--- src/sysctl_pkg.sv ---
// Package of offsets, field positions and reset values for the system control word
package sysctl_pkg;
  // ----------------------------------------------------------------
  // Register location and access space
  // ----------------------------------------------------------------
  localparam logic [11:0] SCW_OFFSET = 12'h00F4;
  localparam logic [2:0] SUPER_DATA_FC = 3'h5;
  localparam logic [2:0] FC_RESERVED = 3'h7;
  // ----------------------------------------------------------------
  // Field positions in the system control word
  // ----------------------------------------------------------------
  localparam int IPA_BIT = 31;
  localparam int HWT_BIT = 30;
  localparam int WPV_BIT = 29;
  localparam int ADC_BIT = 28;
  localparam int WRITE_PROTECT_VIOLATION_ENABLE_BIT = 20;
  localparam int LOCKED_CYCLE_TREATMENT_BIT = 19;
  localparam int EXTERNAL_MASTER_WAIT_BIT = 18;
  localparam int DECODE_CONFLICT_ENABLE_BIT = 17;
  localparam int BUS_CLEAR_MASK_BIT = 16;
  localparam int SAM_BIT = 12;
  // ----------------------------------------------------------------
  // Reset values, control write mask and external-acknowledge wait code
  // ----------------------------------------------------------------
  localparam logic [3:0] FLAGS_RESET = 4'h0;
  localparam logic [31:0] CTRL_RESET = 32'h0000_0000;
  localparam logic [31:0] CTRL_MASK = 32'h00FF_FFFF;
  localparam logic [2:0] WAIT_EXTERNAL = 3'h7;
endpackage

--- src/cs_prio.sv ---
// Fixed-priority chip-select resolver with conflict detection
`timescale 1ns/1ps
module cs_prio #(
  parameter int N = 4
) (
  input wire logic [N-1:0] match,
  output logic [N-1:0] grant,
  output logic conflict
);
  // ----------------------------------------------------------------
  // Lowest index wins; never more than one line granted
  // ----------------------------------------------------------------
  always_comb begin
    grant = '0;
    for (int i = N - 1; i >= 0; i--) begin
      if (match[i]) begin
        grant = '0;
        grant[i] = 1'b1;
      end
    end
  end

  // Two or more simultaneous matches
  assign conflict = (match & (match - 1'b1)) != '0;
endmodule // cs_prio

--- src/system_control_status_logic.sv ---
// System control word: event flags, bus error, locked-cycle and wait control
`timescale 1ns/1ps
module system_control_status_logic #(
  parameter int NCS = 4
) (
  input wire logic CLK,
  input wire logic RESETN,
  input wire logic HALTN,
  input wire logic BUS_CYCLE,
  input wire logic [23:0] ADDR,
  input wire logic [2:0] FC,
  input wire logic RW_WRITE,
  input wire logic EXT_MASTER,
  input wire logic [31:0] WDATA,
  output logic [31:0] RDATA,
  input wire logic [NCS-1:0] CS_MATCH,
  input wire logic [NCS-1:0] REGION_RW,
  input wire logic [NCS-1:0] READ_WRITE_MASK,
  input wire logic [NCS-1:0][2:0] REGION_WAITS,
  output logic [NCS-1:0] CS_ASSERT,
  output logic AS_ASSERT,
  input wire logic CONFIG_ACCESS,
  input wire logic IRQ_UNMASKED,
  input wire logic WATCHDOG_EXPIRED,
  input wire logic LOCKED_CYCLE_SIGNAL,
  input wire logic LOCKED_WRITE_PHASE,
  input wire logic LOCKED_PHASE_GAP,
  input wire logic BUS_REQUEST,
  output logic BUS_GRANT,
  output logic BUS_ERROR,
  output logic BUS_CLEAR_OUTPUT,
  output logic BLOCK_DMA_CLEAR,
  output logic [2:0] WAIT_STATES,
  output logic EXTERNAL_ACK
);
  // ----------------------------------------------------------------
  // State
  // ----------------------------------------------------------------
  logic irq_flag;
  logic wdt_flag;
  logic wpv_flag;
  logic adc_flag;
  logic [31:0] ctrl;
  logic scw_sel;
  logic scw_write;
  logic [NCS-1:0] cs_grant;
  logic cs_conflict;
  logic wp_event;
  logic adc_event;
  logic [31:0] clr;
  logic sys_reset;
  logic wpv_enable;
  logic adc_enable;
  logic rmc_treat;
  logic external_master_wait;
  logic bus_clear_mask;
  logic synchronous_access_mode;
  logic [2:0] base_waits;
  logic internal_access;

  // ----------------------------------------------------------------
  // Status assembly and bus error causes
  // ----------------------------------------------------------------
  logic [7:0] status;
  logic [31:0] next_rdata;
  logic wdt_berr;
  logic wpv_berr;
  logic adc_berr;

  // ----------------------------------------------------------------
  // Wait-state terms
  // ----------------------------------------------------------------
  logic sel_any;
  logic locked_write_free;
  logic ext_extra;
  logic sync_read_extra;
  logic [2:0] cs_waits;

  // One-of-many check used by both the violation and the wait logic
  function automatic logic any_granted(input logic [NCS-1:0] g, input logic [NCS-1:0] v);
    any_granted = (g & v) != '0;
  endfunction

  // Sticky flag update: a fresh event beats a clear in the same cycle
  function automatic logic next_flag(input logic set, input logic cur, input logic clear);
    next_flag = set || (cur && !clear);
  endfunction

  // ----------------------------------------------------------------
  // Address decode
  // ----------------------------------------------------------------
  assign scw_sel = BUS_CYCLE && (ADDR[11:0] == sysctl_pkg::SCW_OFFSET)
                   && (FC == sysctl_pkg::SUPER_DATA_FC);
  assign scw_write = scw_sel && RW_WRITE;
  assign sys_reset = !RESETN && !HALTN;


  // ----------------------------------------------------------------
  // Control field decode
  // ----------------------------------------------------------------
  // Violation bus error enable
  assign wpv_enable = ctrl[sysctl_pkg::WRITE_PROTECT_VIOLATION_ENABLE_BIT];
  // Conflict bus error enable
  assign adc_enable = ctrl[sysctl_pkg::DECODE_CONFLICT_ENABLE_BIT];
  // Locked-cycle special treatment
  assign rmc_treat = ctrl[sysctl_pkg::LOCKED_CYCLE_TREATMENT_BIT];
  // Extra wait for external masters
  assign external_master_wait = ctrl[sysctl_pkg::EXTERNAL_MASTER_WAIT_BIT];
  // Interrupt flag may clear the bus
  assign bus_clear_mask = ctrl[sysctl_pkg::BUS_CLEAR_MASK_BIT];
  // Synchronous access by external masters
  assign synchronous_access_mode = ctrl[sysctl_pkg::SAM_BIT];

  // ----------------------------------------------------------------
  // Chip-select priority and event detection
  // ----------------------------------------------------------------
  cs_prio #(
    .N(NCS)
  ) u_prio (
    .match(CS_MATCH & {NCS{FC != sysctl_pkg::FC_RESERVED}}),
    .grant(cs_grant),
    .conflict(cs_conflict)
  );

  // Read-only region with its read/write bit unmasked, written
  assign wp_event = BUS_CYCLE && RW_WRITE
                    && any_granted(cs_grant, ~REGION_RW & READ_WRITE_MASK);
  // Config register accesses must stay reachable during init
  assign adc_event = BUS_CYCLE && cs_conflict && !CONFIG_ACCESS && !scw_sel;

  // ----------------------------------------------------------------
  // Event flags: set wins over write-one clear
  // ----------------------------------------------------------------
  assign clr = scw_write ? WDATA : 32'h0000_0000;

  // Interrupt pending; a request still pending re-sets it at once
  always_ff @(posedge CLK) begin
    if (sys_reset) begin
      irq_flag <= sysctl_pkg::FLAGS_RESET[3];
    end else begin
      irq_flag <= next_flag(IRQ_UNMASKED, irq_flag, clr[sysctl_pkg::IPA_BIT]);
    end
  end

  // Watchdog timeout
  always_ff @(posedge CLK) begin
    if (sys_reset) begin
      wdt_flag <= sysctl_pkg::FLAGS_RESET[2];
    end else begin
      wdt_flag <= next_flag(WATCHDOG_EXPIRED, wdt_flag, clr[sysctl_pkg::HWT_BIT]);
    end
  end

  // Write-protect violation; sets whatever the enable says
  always_ff @(posedge CLK) begin
    if (sys_reset) begin
      wpv_flag <= sysctl_pkg::FLAGS_RESET[1];
    end else begin
      wpv_flag <= next_flag(wp_event, wpv_flag, clr[sysctl_pkg::WPV_BIT]);
    end
  end

  // Decode conflict; sets whatever the enable says
  always_ff @(posedge CLK) begin
    if (sys_reset) begin
      adc_flag <= sysctl_pkg::FLAGS_RESET[0];
    end else begin
      adc_flag <= next_flag(adc_event, adc_flag, clr[sysctl_pkg::ADC_BIT]);
    end
  end

  // ----------------------------------------------------------------
  // Control bits, all zero after reset
  // ----------------------------------------------------------------
  always_ff @(posedge CLK) begin
    if (!RESETN) begin
      ctrl <= sysctl_pkg::CTRL_RESET;
    end else if (scw_write) begin
      ctrl <= WDATA & sysctl_pkg::CTRL_MASK;
    end
  end

  // ----------------------------------------------------------------
  // Read data: flags in the top byte, readable any time
  // ----------------------------------------------------------------
  // Unused status bits always read zero
  assign status = {irq_flag, wdt_flag, wpv_flag, adc_flag, 4'h0};
  assign next_rdata = {status, ctrl[23:0]};

  // Registered so the bus sees a settled word one edge later
  always_ff @(posedge CLK) begin
    if (!RESETN) begin
      RDATA <= 32'h0000_0000;
    end else if (scw_sel && !RW_WRITE) begin
      RDATA <= next_rdata;
    end
  end

  // ----------------------------------------------------------------
  // Bus error: raised on the causing cycle, even if flag already set
  // ----------------------------------------------------------------
  // Watchdog error is unconditional
  assign wdt_berr = WATCHDOG_EXPIRED;
  // Flag state is not consulted, so a repeat still errors
  assign wpv_berr = wp_event && wpv_enable;
  assign adc_berr = adc_event && adc_enable;
  assign BUS_ERROR = wdt_berr || wpv_berr || adc_berr;

  // Bus clear from pending interrupt when masked in
  assign BUS_CLEAR_OUTPUT = irq_flag && bus_clear_mask;
  assign BLOCK_DMA_CLEAR = irq_flag && bus_clear_mask;

  // ----------------------------------------------------------------
  // Locked read-modify-write strobe and grant treatment
  // ----------------------------------------------------------------
  // Treatment one drops strobes between read and write parts
  assign AS_ASSERT = BUS_CYCLE && !(rmc_treat && LOCKED_CYCLE_SIGNAL && LOCKED_PHASE_GAP);
  assign CS_ASSERT = AS_ASSERT ? cs_grant : '0;
  // Grant withheld only under special treatment; plain mode grants freely
  assign BUS_GRANT = BUS_REQUEST && !(rmc_treat && LOCKED_CYCLE_SIGNAL);

  // ----------------------------------------------------------------
  // Wait-state count for the current cycle
  // ----------------------------------------------------------------
  always_comb begin
    base_waits = 3'h0;
    for (int i = 0; i < NCS; i++) begin
      if (cs_grant[i]) begin
        base_waits = REGION_WAITS[i];
      end
    end
  end

  // No line matched: the cycle targets internal peripherals
  assign internal_access = BUS_CYCLE && CS_MATCH == '0;
  assign sel_any = any_granted(cs_grant, {NCS{1'b1}});
  assign EXTERNAL_ACK = sel_any && (base_waits == sysctl_pkg::WAIT_EXTERNAL);

  // Plain treatment: locked write part runs with no waits
  assign locked_write_free = LOCKED_CYCLE_SIGNAL && LOCKED_WRITE_PHASE && !rmc_treat;
  // Saturates at six, since seven would mean external acknowledge
  assign ext_extra = EXT_MASTER && external_master_wait && (base_waits != 3'h6);
  // Synchronous internal reads only; internal writes never wait
  assign sync_read_extra = internal_access && EXT_MASTER && synchronous_access_mode && external_master_wait && !RW_WRITE;
  assign cs_waits = base_waits + {2'b00, ext_extra};

  always_comb begin
    WAIT_STATES = 3'h0;
    if (sel_any && !EXTERNAL_ACK) begin
      // Locked write part gets waits only with special treatment
      if (locked_write_free) begin
        WAIT_STATES = 3'h0;
      end else begin
        WAIT_STATES = cs_waits;
      end
    end else if (sync_read_extra) begin
      WAIT_STATES = 3'h1;
    end else begin
      WAIT_STATES = 3'h0;
    end
  end
endmodule // system_control_status_logic

--- config.mk ---
export PLATFORM = sky130hd
export DESIGN_NAME = system_control_status_logic
export DESIGN_NICKNAME = d
export VERILOG_FILES = /design/src/sysctl_pkg.sv /design/src/cs_prio.sv /design/src/system_control_status_logic.sv
export SDC_FILE = /design/constraint.sdc
export NUM_CORES = 1
export LEC_CHECK = 0
export BUFFER_PORTS_ARGS = -buffer_cell sky130_fd_sc_hd__buf_4
export CAP_MARGIN = 20
export CORE_ASPECT_RATIO = 0.5
export CORE_MARGIN = 1.5
export CORE_UTILIZATION = 44
export CTS_CLUSTER_DIAMETER = 150
export CTS_CLUSTER_SIZE = 20
export DETAILED_ROUTE_END_ITERATION = 6
export GPL_TIMING_DRIVEN = 0
export PLACE_DENSITY = 0.87
export SKIP_CTS_REPAIR_TIMING = 1
export SYNTH_ARGS = -nofsm -noshare
export SYNTH_HDL_FRONTEND = slang
export SYNTH_SLANG_ARGS = --single-unit
--- constraint.sdc ---
create_clock -name CLK -period 3.1 [get_ports CLK]
set_input_delay 0.155 -clock CLK [delete_from_list [all_inputs] [get_ports CLK]]
set_output_delay 0.155 -clock CLK [all_outputs]
set_load 0.02 [all_outputs]
# Word-level counts from Yosys, hierarchy flattened
# Index checks and enable logic that the tools add are counted.
totals:
  inputBits: 96
  out_inout_bits: 45
  ff_bits: 56
  elab_cells: 86
op_classes:
  n_bitwise: 5
  n_mux: 13
  n_reduce_logical: 55
  n_addsub: 2
  n_eq_ne: 5
ops:
  columns: ["cell", "count"]
  rows:
  - ["$logic_and 1x1->1", 32]
  - ["$mux 32", 1]
  - ["$mux 4", 5]
  - ["$mux 3", 6]
  - ["$and 4x4->4", 4]
  - ["$logic_not 1->1", 13]
  - ["$eq 12x8->1 const B", 1]
  - ["$reduce_bool 4->1", 3]
  - ["$eq 3x3->1 const B", 2]
  - ["$logic_or 1x1->1", 6]
  - ["$ne 3x3->1 const B", 2]
  - ["$logic_not 4->1", 1]
  - ["$not 4->4", 1]
  - ["$sub 4x1->4 const B", 1]
  - ["$add 3x1->3", 1]
  - ["$mux 1", 1]

# Logic depth before layout (Yosys ltp)
# Gate-level depths: netlist of the first run.
depth:
  depth_word: 15
  mapped_depth: 10
  depth_no_buf: 9

# Modules after synthesis
# Synthesis of the first run repeated with hierarchy kept, for this count alone.
hier_totals:
  hier_cells: 303
  hier_area_um2: 2621.3
modules_own_cells:
  columns: ["mod", "n_inst", "seq_area_each_um2", "cells_each", "area_per_inst_um2"]
  rows:
  - ["system_control_status_logic", 1, 1121.1, 296, 2558.7]
  - ["cs_prio", 1, 0.0, 7, 62.6]

# Worst setup path after synthesis of the first run
# OpenSTA, ideal clock, no wires.
synth_timing:
  path_kind: "input to output"
  startpoint: "input port CS_MATCH[2]"
  endpoint: "output port WAIT_STATES[2]"
  n_path_buf: 1
  arrival_ns: 2.501
  slack_ns: 0.444
  required_time_ns: 2.945
  stages: 9
  cell_sequence: "clkbuf_1 -> nand2b_1 -> o211ai_1 -> o221ai_1 -> o311a_1 -> ha_1 -> ha_1 -> or3_1 -> o31ai_1"
synth_via:
  elab_chain_cells: 13
  word_cells_on_any_way: 18
  cone_classes: "1 x add/sub; 2 x eq/ne; 9 x mux; 1 x bitwise; 5 x reduce/logical"
synth_lines:
  columns: ["item", "line_no", "rtl"]
  rows:
  - ["from (decl)", "system_control_status_logic.sv:16", "input wire logic [NCS-1:0] CS_MATCH,"]
  - ["$and 4x4->4 *", "system_control_status_logic.sv:120", ".match(CS_MATCH & {NCS{FC != sysctl_pkg::FC_RESERVED}}),"]
  - ["$mux 4 * (3 in series)", "cs_prio.sv:16", "if (match[i]) begin"]
  - ["$mux 3 (4 in series)", "system_control_status_logic.sv:228", "if (cs_grant[i]) begin"]
  - ["$ne 3x3->1 or $eq 3x3->1 (tied branches)", "system_control_status_logic.sv:242, system_control_status_logic.sv:237", null]
  - ["$logic_and 1x1->1, on equally long branches", "system_control_status_logic.sv:242, system_control_status_logic.sv:237", null]
  - ["$add 3x1->3 or $logic_not 1->1 (tied branches)", "system_control_status_logic.sv:245, system_control_status_logic.sv:249", null]
  - ["$mux 3 or $logic_and 1x1->1 (tied branches)", "system_control_status_logic.sv:251, system_control_status_logic.sv:249", null]
  - ["$mux 3 *", "system_control_status_logic.sv:249", "if (sel_any && !EXTERNAL_ACK) begin"]
  - ["to (decl)", "system_control_status_logic.sv:33", "output logic [2:0] WAIT_STATES,"]
# Every way passes the cells marked *; elsewhere a longest branch is shown, timed or not.

# Worst setup path after layout of the first run
layout_timing:
  startpoint: "input port CS_MATCH[1]"
  endpoint: "output port WAIT_STATES[2]"
layout_via:
  elab_chain_cells: 12
  word_cells_on_any_way: 17
  cone_classes: "1 x add/sub; 2 x eq/ne; 8 x mux; 1 x bitwise; 5 x reduce/logical"
layout_lines:
  columns: ["item", "line_no"]
  rows:
  - ["$and 4x4->4 *", "system_control_status_logic.sv:120"]
  - ["$mux 4 * (2 in series)", "cs_prio.sv:16"]
  - ["$mux 3 (4 in series)", "system_control_status_logic.sv:228"]
  - ["$ne 3x3->1 or $eq 3x3->1 (tied branches)", "system_control_status_logic.sv:242, system_control_status_logic.sv:237"]
  - ["$logic_and 1x1->1, on equally long branches", "system_control_status_logic.sv:242, system_control_status_logic.sv:237"]
  - ["$add 3x1->3 or $logic_not 1->1 (tied branches)", "system_control_status_logic.sv:245, system_control_status_logic.sv:249"]
  - ["$mux 3 or $logic_and 1x1->1 (tied branches)", "system_control_status_logic.sv:251, system_control_status_logic.sv:249"]
  - ["$mux 3 *", "system_control_status_logic.sv:249"]
# Marks and branches as above.

==> flow_summary.ini, run 1 <==
[finish]
num-fill-cells = 461
fin_nets = 551
drive_gt1_share_pct = 37.2
diodes = 0
syn_to_final_growth_pct = 42.7
multi_input_area_um2 = 1460
seq_area_um2 = 1120

[synthesis]
synth_cell_types = 46
ys_async_sr_fraction_pct = 0
yosysWarnings = 0
synth-seq-area-share_pct = 41.3
netlist_instances = 325
ys_ff_latch = 56
ys.flop_type = dfxtp_1
syn_area_per_cell_um2 = 8.35
syn_area_um2 = 2720
synth-edff-count = 0

[place]
place_hpwl_um = 5550
place_congestion = 0.760
io_buffers = 118

[critical_path]
startpoint_type = input pin
required_ns = 2.94
rrSetupSlack_ns = 2.40
crit_type = in2out
rr_startpoint = RDATA[6]
cp_max_fo = 5
cp-end-kind = primary output
max_stage_delay_ns = 0.37
slowest_stage = o311a_1
r2r-end = RDATA[6]
critPathTopFamily = compound AO/OA/AOI/OAI gates
crit_chain = buf_4, or2_2, o221ai_1, o311ai_0, o311a_1, ha_1, ha_1, or3_1, o31ai_1, buf_4
critical_path_arrival_ns = 2.53
crit_buf_inv = 2
crit_start = CS_MATCH[1]
rr_worst_depth = 2

[timing]
finClkSkew_ns = 0.00325
setup_viol = 0
drv_slew = 0
tightest_slew_ns = 0.787
fmax_ghz = 0.372
relSlewSlack_pct = 46.9
hold_viol_final = 0
fin_crit_sh_pct = 86.7
rsz0062_at_grt = no
worst_hold_slack_ns = 0.0752
fin_crit_ns = 2.69
tns_ns = 0

[flow_run]
cap_viol_max_count = 0

[cts]
cts_buffer_depth = 2
cts_buffers = 5
cts_tree = done
clk-insertion-delay-late_ns = 0.30
cts_root_buf = clkbuf_16
clock_sinks = 56
clkTransAtPathRegs_ns = 0.07
h-tree-depth = 2

[floorplanning]
start_util_pct = 47.6
core_area_um2 = 5710
fp.dieW_um = 114
fp.dieH_um = 58.5
dieArea_um2 = 6680
io_pins = 141
num_rows = 19

[global_routing]
grt_pass1_vias = 2449
antenna_found_initial = 0
grt_max_degree = 19
grt_first_pass_wirelength_um = 11200
grt_overflow_total = 0
track_usage_pct = 21.4

[route]
wl_um = 7300
postRouteAntennaNets = 0
vias = 2671
drc = 0
avgRoutedWirePerCell_um = 13.9
avgViaCountPerCell = 5.07
dr.pass1.iters = 5
drt_iter0_drc = 141

[hold_path]
holdCritPathClass = in2reg
min_from = IRQ_UNMASKED
whs_path_depth = 3
min_to = irq_flag

[status]
status = complete, no violations

[power]
vdd_drop_max_v = 0.000245
p_leak_nw = 1.61
cellPowerDensity_nw_per_um2 = 407
[power breakdown]
group	internal, W	total, W	switching [W]
clock network	0.000384	0.000655	0.000270
registers	0.000724	0.000727	0.00000324
logic	0.000110	0.000194	0.0000839
total	0.00122	0.00158	0.000358
[cell type report]
type / instances / share of cell area, %
Multi-Input combinational cell: 245 / 37.6
Sequential cell: 56 / 28.9
Timing Repair Buffer: 118 / 22.9
Clock buffer: 5 / 3.23
Buffer: 20 / 3.20
Tap cell: 73 / 2.36
Clock inverter: 3 / 1.19
Inverter: 7 / 0.678
[metrics by stage]
stage	utilization, %	instances	instance area (µm²)	setup slack [ns]	power (W)
6_report	67.9	527	3870	0.411	0.00158
5_1_grt	67.9	527	3870	0.260	0.00162
4_1_cts	67.9	527	3870	0.409	0.00158
3_5_place_dp	64.9	519	3700	0.406	0.000938
3_3_place_gp	64.9	519	3700	0.434	0.000936
2_1_floorplan	-	328	2730	0.444	0.000827
[logic make-up (layout without fill, tap and decap cells)]
| logic type | after synthesis | after routing | synth area share (%) |
|---|---|---|---|
| mux | 1 | 1 | 0.369 |
| fa+ha+maj | 2 | 2 | 0.922 |
| buf+inv | 27 | 153 | 5.53 |
| flops | 56 | 56 | 41.3 |
| simple gates | 163 | 163 | 27.7 |
| compound gates | 75 | 75 | 24.1 |
| other cells | 1 | 4 | 0.138 |
[placed cells by master, fill, tap and decap left out, types with 2 or more instances in the layout]
cell / instances
inv_1: 7
a21oi_1: 4
buf_6: 4
o21ai_0: 2
dfxtp_1: 56
o211ai_1: 2
clkbuf_1: 11
a21boi_2: 26
buf_4: 123
nand4b_1: 2
nand2_1: 115
nor3_1: 4
nand3_1: 6
nand2b_1: 2
a21boi_1: 14
a21boi_0: 13
ha_1: 2
nor2b_1: 2
or2_2: 2
o221ai_1: 3
conb_1: 4
nor2_1: 16
clkbuf_16: 5
a31oi_1: 3
[synthesized netlist by cell type, drive strengths merged (2+ instances only)]
| cell | number | share of area (%) |
|---|---|---|
| a21boi | 53 | 18 |
| a21oi | 4 | 0.74 |
| a31oi | 3 | 0.69 |
| buf | 9 | 3.0 |
| clkbuf | 11 | 1.5 |
| dfxtp | 56 | 41 |
| ha | 2 | 0.92 |
| inv | 7 | 0.97 |
| nand2 | 115 | 16 |
| nand2b | 2 | 0.46 |
| nand3 | 6 | 1.1 |
| nand4b | 2 | 0.65 |
| nor2 | 18 | 3.4 |
| nor2b | 2 | 0.46 |
| nor3 | 4 | 0.74 |
| o211ai | 2 | 0.55 |
| o21ai | 2 | 0.37 |
| o221ai | 3 | 0.97 |
| or2 | 2 | 0.46 |
| or4b | 2 | 0.88 |
[registers in the layout, indices dropped and copies added (netlist names)]
register  count
RDATA        28
ctrl         24
wdt_flag      1
irq_flag      1
wpv_flag      1
adc_flag      1
[worst max path at each step]
stage                     end  slack (ns)  cells after the start
2_1_floorplan  WAIT_STATES[2]        0.44                      9
3_3_place_gp   WAIT_STATES[2]        0.43                     10
3_5_place_dp   WAIT_STATES[2]        0.41                     10
4_1_cts        WAIT_STATES[2]        0.41                     10
5_1_grt        WAIT_STATES[2]        0.26                     10
6_report       WAIT_STATES[2]        0.41                     10
[worst register-to-register path, delay by kind of cell (launching register included)]
kind,cells,cell delay (ns)
DFF,1,0.35
and+or+nand+nor,1,0.06
AOI/OAI and AO/OA,1,0.21
[routing by layer]
| metal | global-route usage [%] | share of wire, % | routed length [µm] | vias up |
|---|---|---|---|---|
| met5 | 0 | 0 | 0 | - |
| met4 | 6.79 | 1.5 | 108 | 0 |
| met3 | 5.56 | 6.5 | 474 | 12 |
| met2 | 38.5 | 49 | 3550 | 90 |
| met1 | 25.6 | 43 | 3170 | 1227 |
| li1 | - | - | - | 1342 |
Power figures use the tool's default switching activity.
==> inputs of run 2 (changes only) <==
--- a/config.mk
+++ b/config.mk
@@ -13,7 +13,6 @@
 export CTS_CLUSTER_DIAMETER = 150
 export CTS_CLUSTER_SIZE = 20
 export DETAILED_ROUTE_END_ITERATION = 6
-export GPL_TIMING_DRIVEN = 0
 export PLACE_DENSITY = 0.87
 export SKIP_CTS_REPAIR_TIMING = 1
 export SYNTH_ARGS = -nofsm -noshare
==> flow_summary.ini, run 2 (same netlist as run 1, synthesis figures left out) <==
[status]
status = complete, no violations

[place]
place_congestion = 0.761
placed_cell_area_um2 = 3600
io_buffers = 120
place_hpwl_um = 5100

[global_routing]
grt_first_pass_wirelength_um = 10800
track_usage_pct = 20.1
antenna_found_initial = 0
grt_max_degree = 55
grtUsageMet2_pct = 37.0
grt_overflow_total = 0
grtUsageMet3_pct = 4.02
grt.busiest_layer = met2
grt_pass1_vias = 2410
met1_usage_pct = 24.2

[hold_path]
min_from = IRQ_UNMASKED
holdCritPathClass = in2reg

[finish]
layout_commonest_cell = buf_4
regMostFlops = RDATA
drive_gt1_share_pct = 37.1
largest_reg_flops = 28
diodes = 0
num-fill-cells = 505
multi_input_area_um2 = 1460
seq_area_um2 = 1120
top_regs = RDATA x28, ctrl x24
fin_nets = 534
finalInstanceArea_um2 = 3750
final_cell_mix = buf_4, nand2_1, dfxtp_1, a21boi_2, nor2_1
syn_to_final_growth_pct = 38.2

[timing]
hold_viol_final = 0
setup_viol = 0
relSlewSlack_pct = 40.4
finClkSkew_ns = 0.00430
rsz0062_at_grt = no
tns_ns = 0
fin_crit_sh_pct = 87.9
fmax_ghz = 0.367
tightest_slew_ns = 0.892
drv_slew = 0
fin_crit_ns = 2.73

[cts]
clk-insertion-delay-late_ns = 0.29
h-tree-depth = 2
clock_sinks = 56
cts_root_buf = clkbuf_16
cts_buffers = 5
cts_tree = done
clkTransAtPathRegs_ns = 0.06
cts_buffer_depth = 2

[power]
vdd_drop_max_v = 0.000315
p_leak_nw = 1.55
cellPowerDensity_nw_per_um2 = 394

[floorplanning]
start_util_pct = 47.6
fp.dieH_um = 58.5
dieArea_um2 = 6680
num_rows = 19
fp.dieW_um = 114
core_area_um2 = 5710
io_pins = 141

[critical_path]
cp_max_fo = 5
crit_type = in2out
crit_start = CS_MATCH[1]
required_ns = 2.94
startpoint_type = input pin
rr_startpoint = ctrl[18]
cp-end-kind = primary output
critical_path_arrival_ns = 2.57

[route]
avgRoutedWirePerCell_um = 13.6
drt_iter0_drc = 119
postRouteAntennaNets = 0
vias = 2555
dr.pass1.iters = 5
avgViaCountPerCell = 5.01
wl_um = 6950
drc = 0

[flow_run]
cap_viol_max_count = 0
-- run 2: metal layers --
layer	vias up	wire length (µm)
li1	1310	-
met1	1158	3060
met2	81	3470
met3	6	358
met4	0	55
met5	-	0
-- run 2: metrics by stage --
stage	total power [W]	hold slack (ns)	util [%]	cells	setup WS [ns]
after floorplan	0.000827	0.272	-	328	0.444
after global placement	0.000929	0.365	63.1	502	0.445
after detailed placement	0.000931	0.375	63.1	502	0.392
after CTS	0.00148	0.0830	65.8	510	0.395
after global routing	0.00154	0.113	65.8	510	0.225
final	0.00148	0.0810	65.8	510	0.374
-- run 2: final cells by class --
| type | instances | share of cell area, % |
|---|---|---|
| Clock buffer | 7 | 3.80 |
| Clock inverter | 1 | 0.200 |
| Inverter | 7 | 0.700 |
| Multi-Input combinational cell | 245 | 38.8 |
| Sequential cell | 56 | 29.9 |
| Tap cell | 73 | 2.43 |
| Timing Repair Buffer | 121 | 24.2 |
-- run 2: final timing paths --
check	end	slack, ns	cells after the start
max	WAIT_STATES[2]	0.37	10
min	irq_flag	0.08	3
max reg2reg	RDATA[18]	2.40	2
min reg2reg	RDATA[8]	0.45	2
-- run 2: power by group --
part / internal, W / switching [W]
logic: 0.000107 / 0.0000805
registers: 0.000725 / 0.00000337
clock network: 0.000322 / 0.000240
-- run 2: critical path: stages --
cell      delay [ns]
buf_4           0.13
or2_2           0.34
o221ai_1        0.17
o311ai_0        0.29
o311a_1         0.37
ha_1            0.18
ha_1            0.18
or3_1           0.36
o31ai_1         0.20
buf_4           0.18
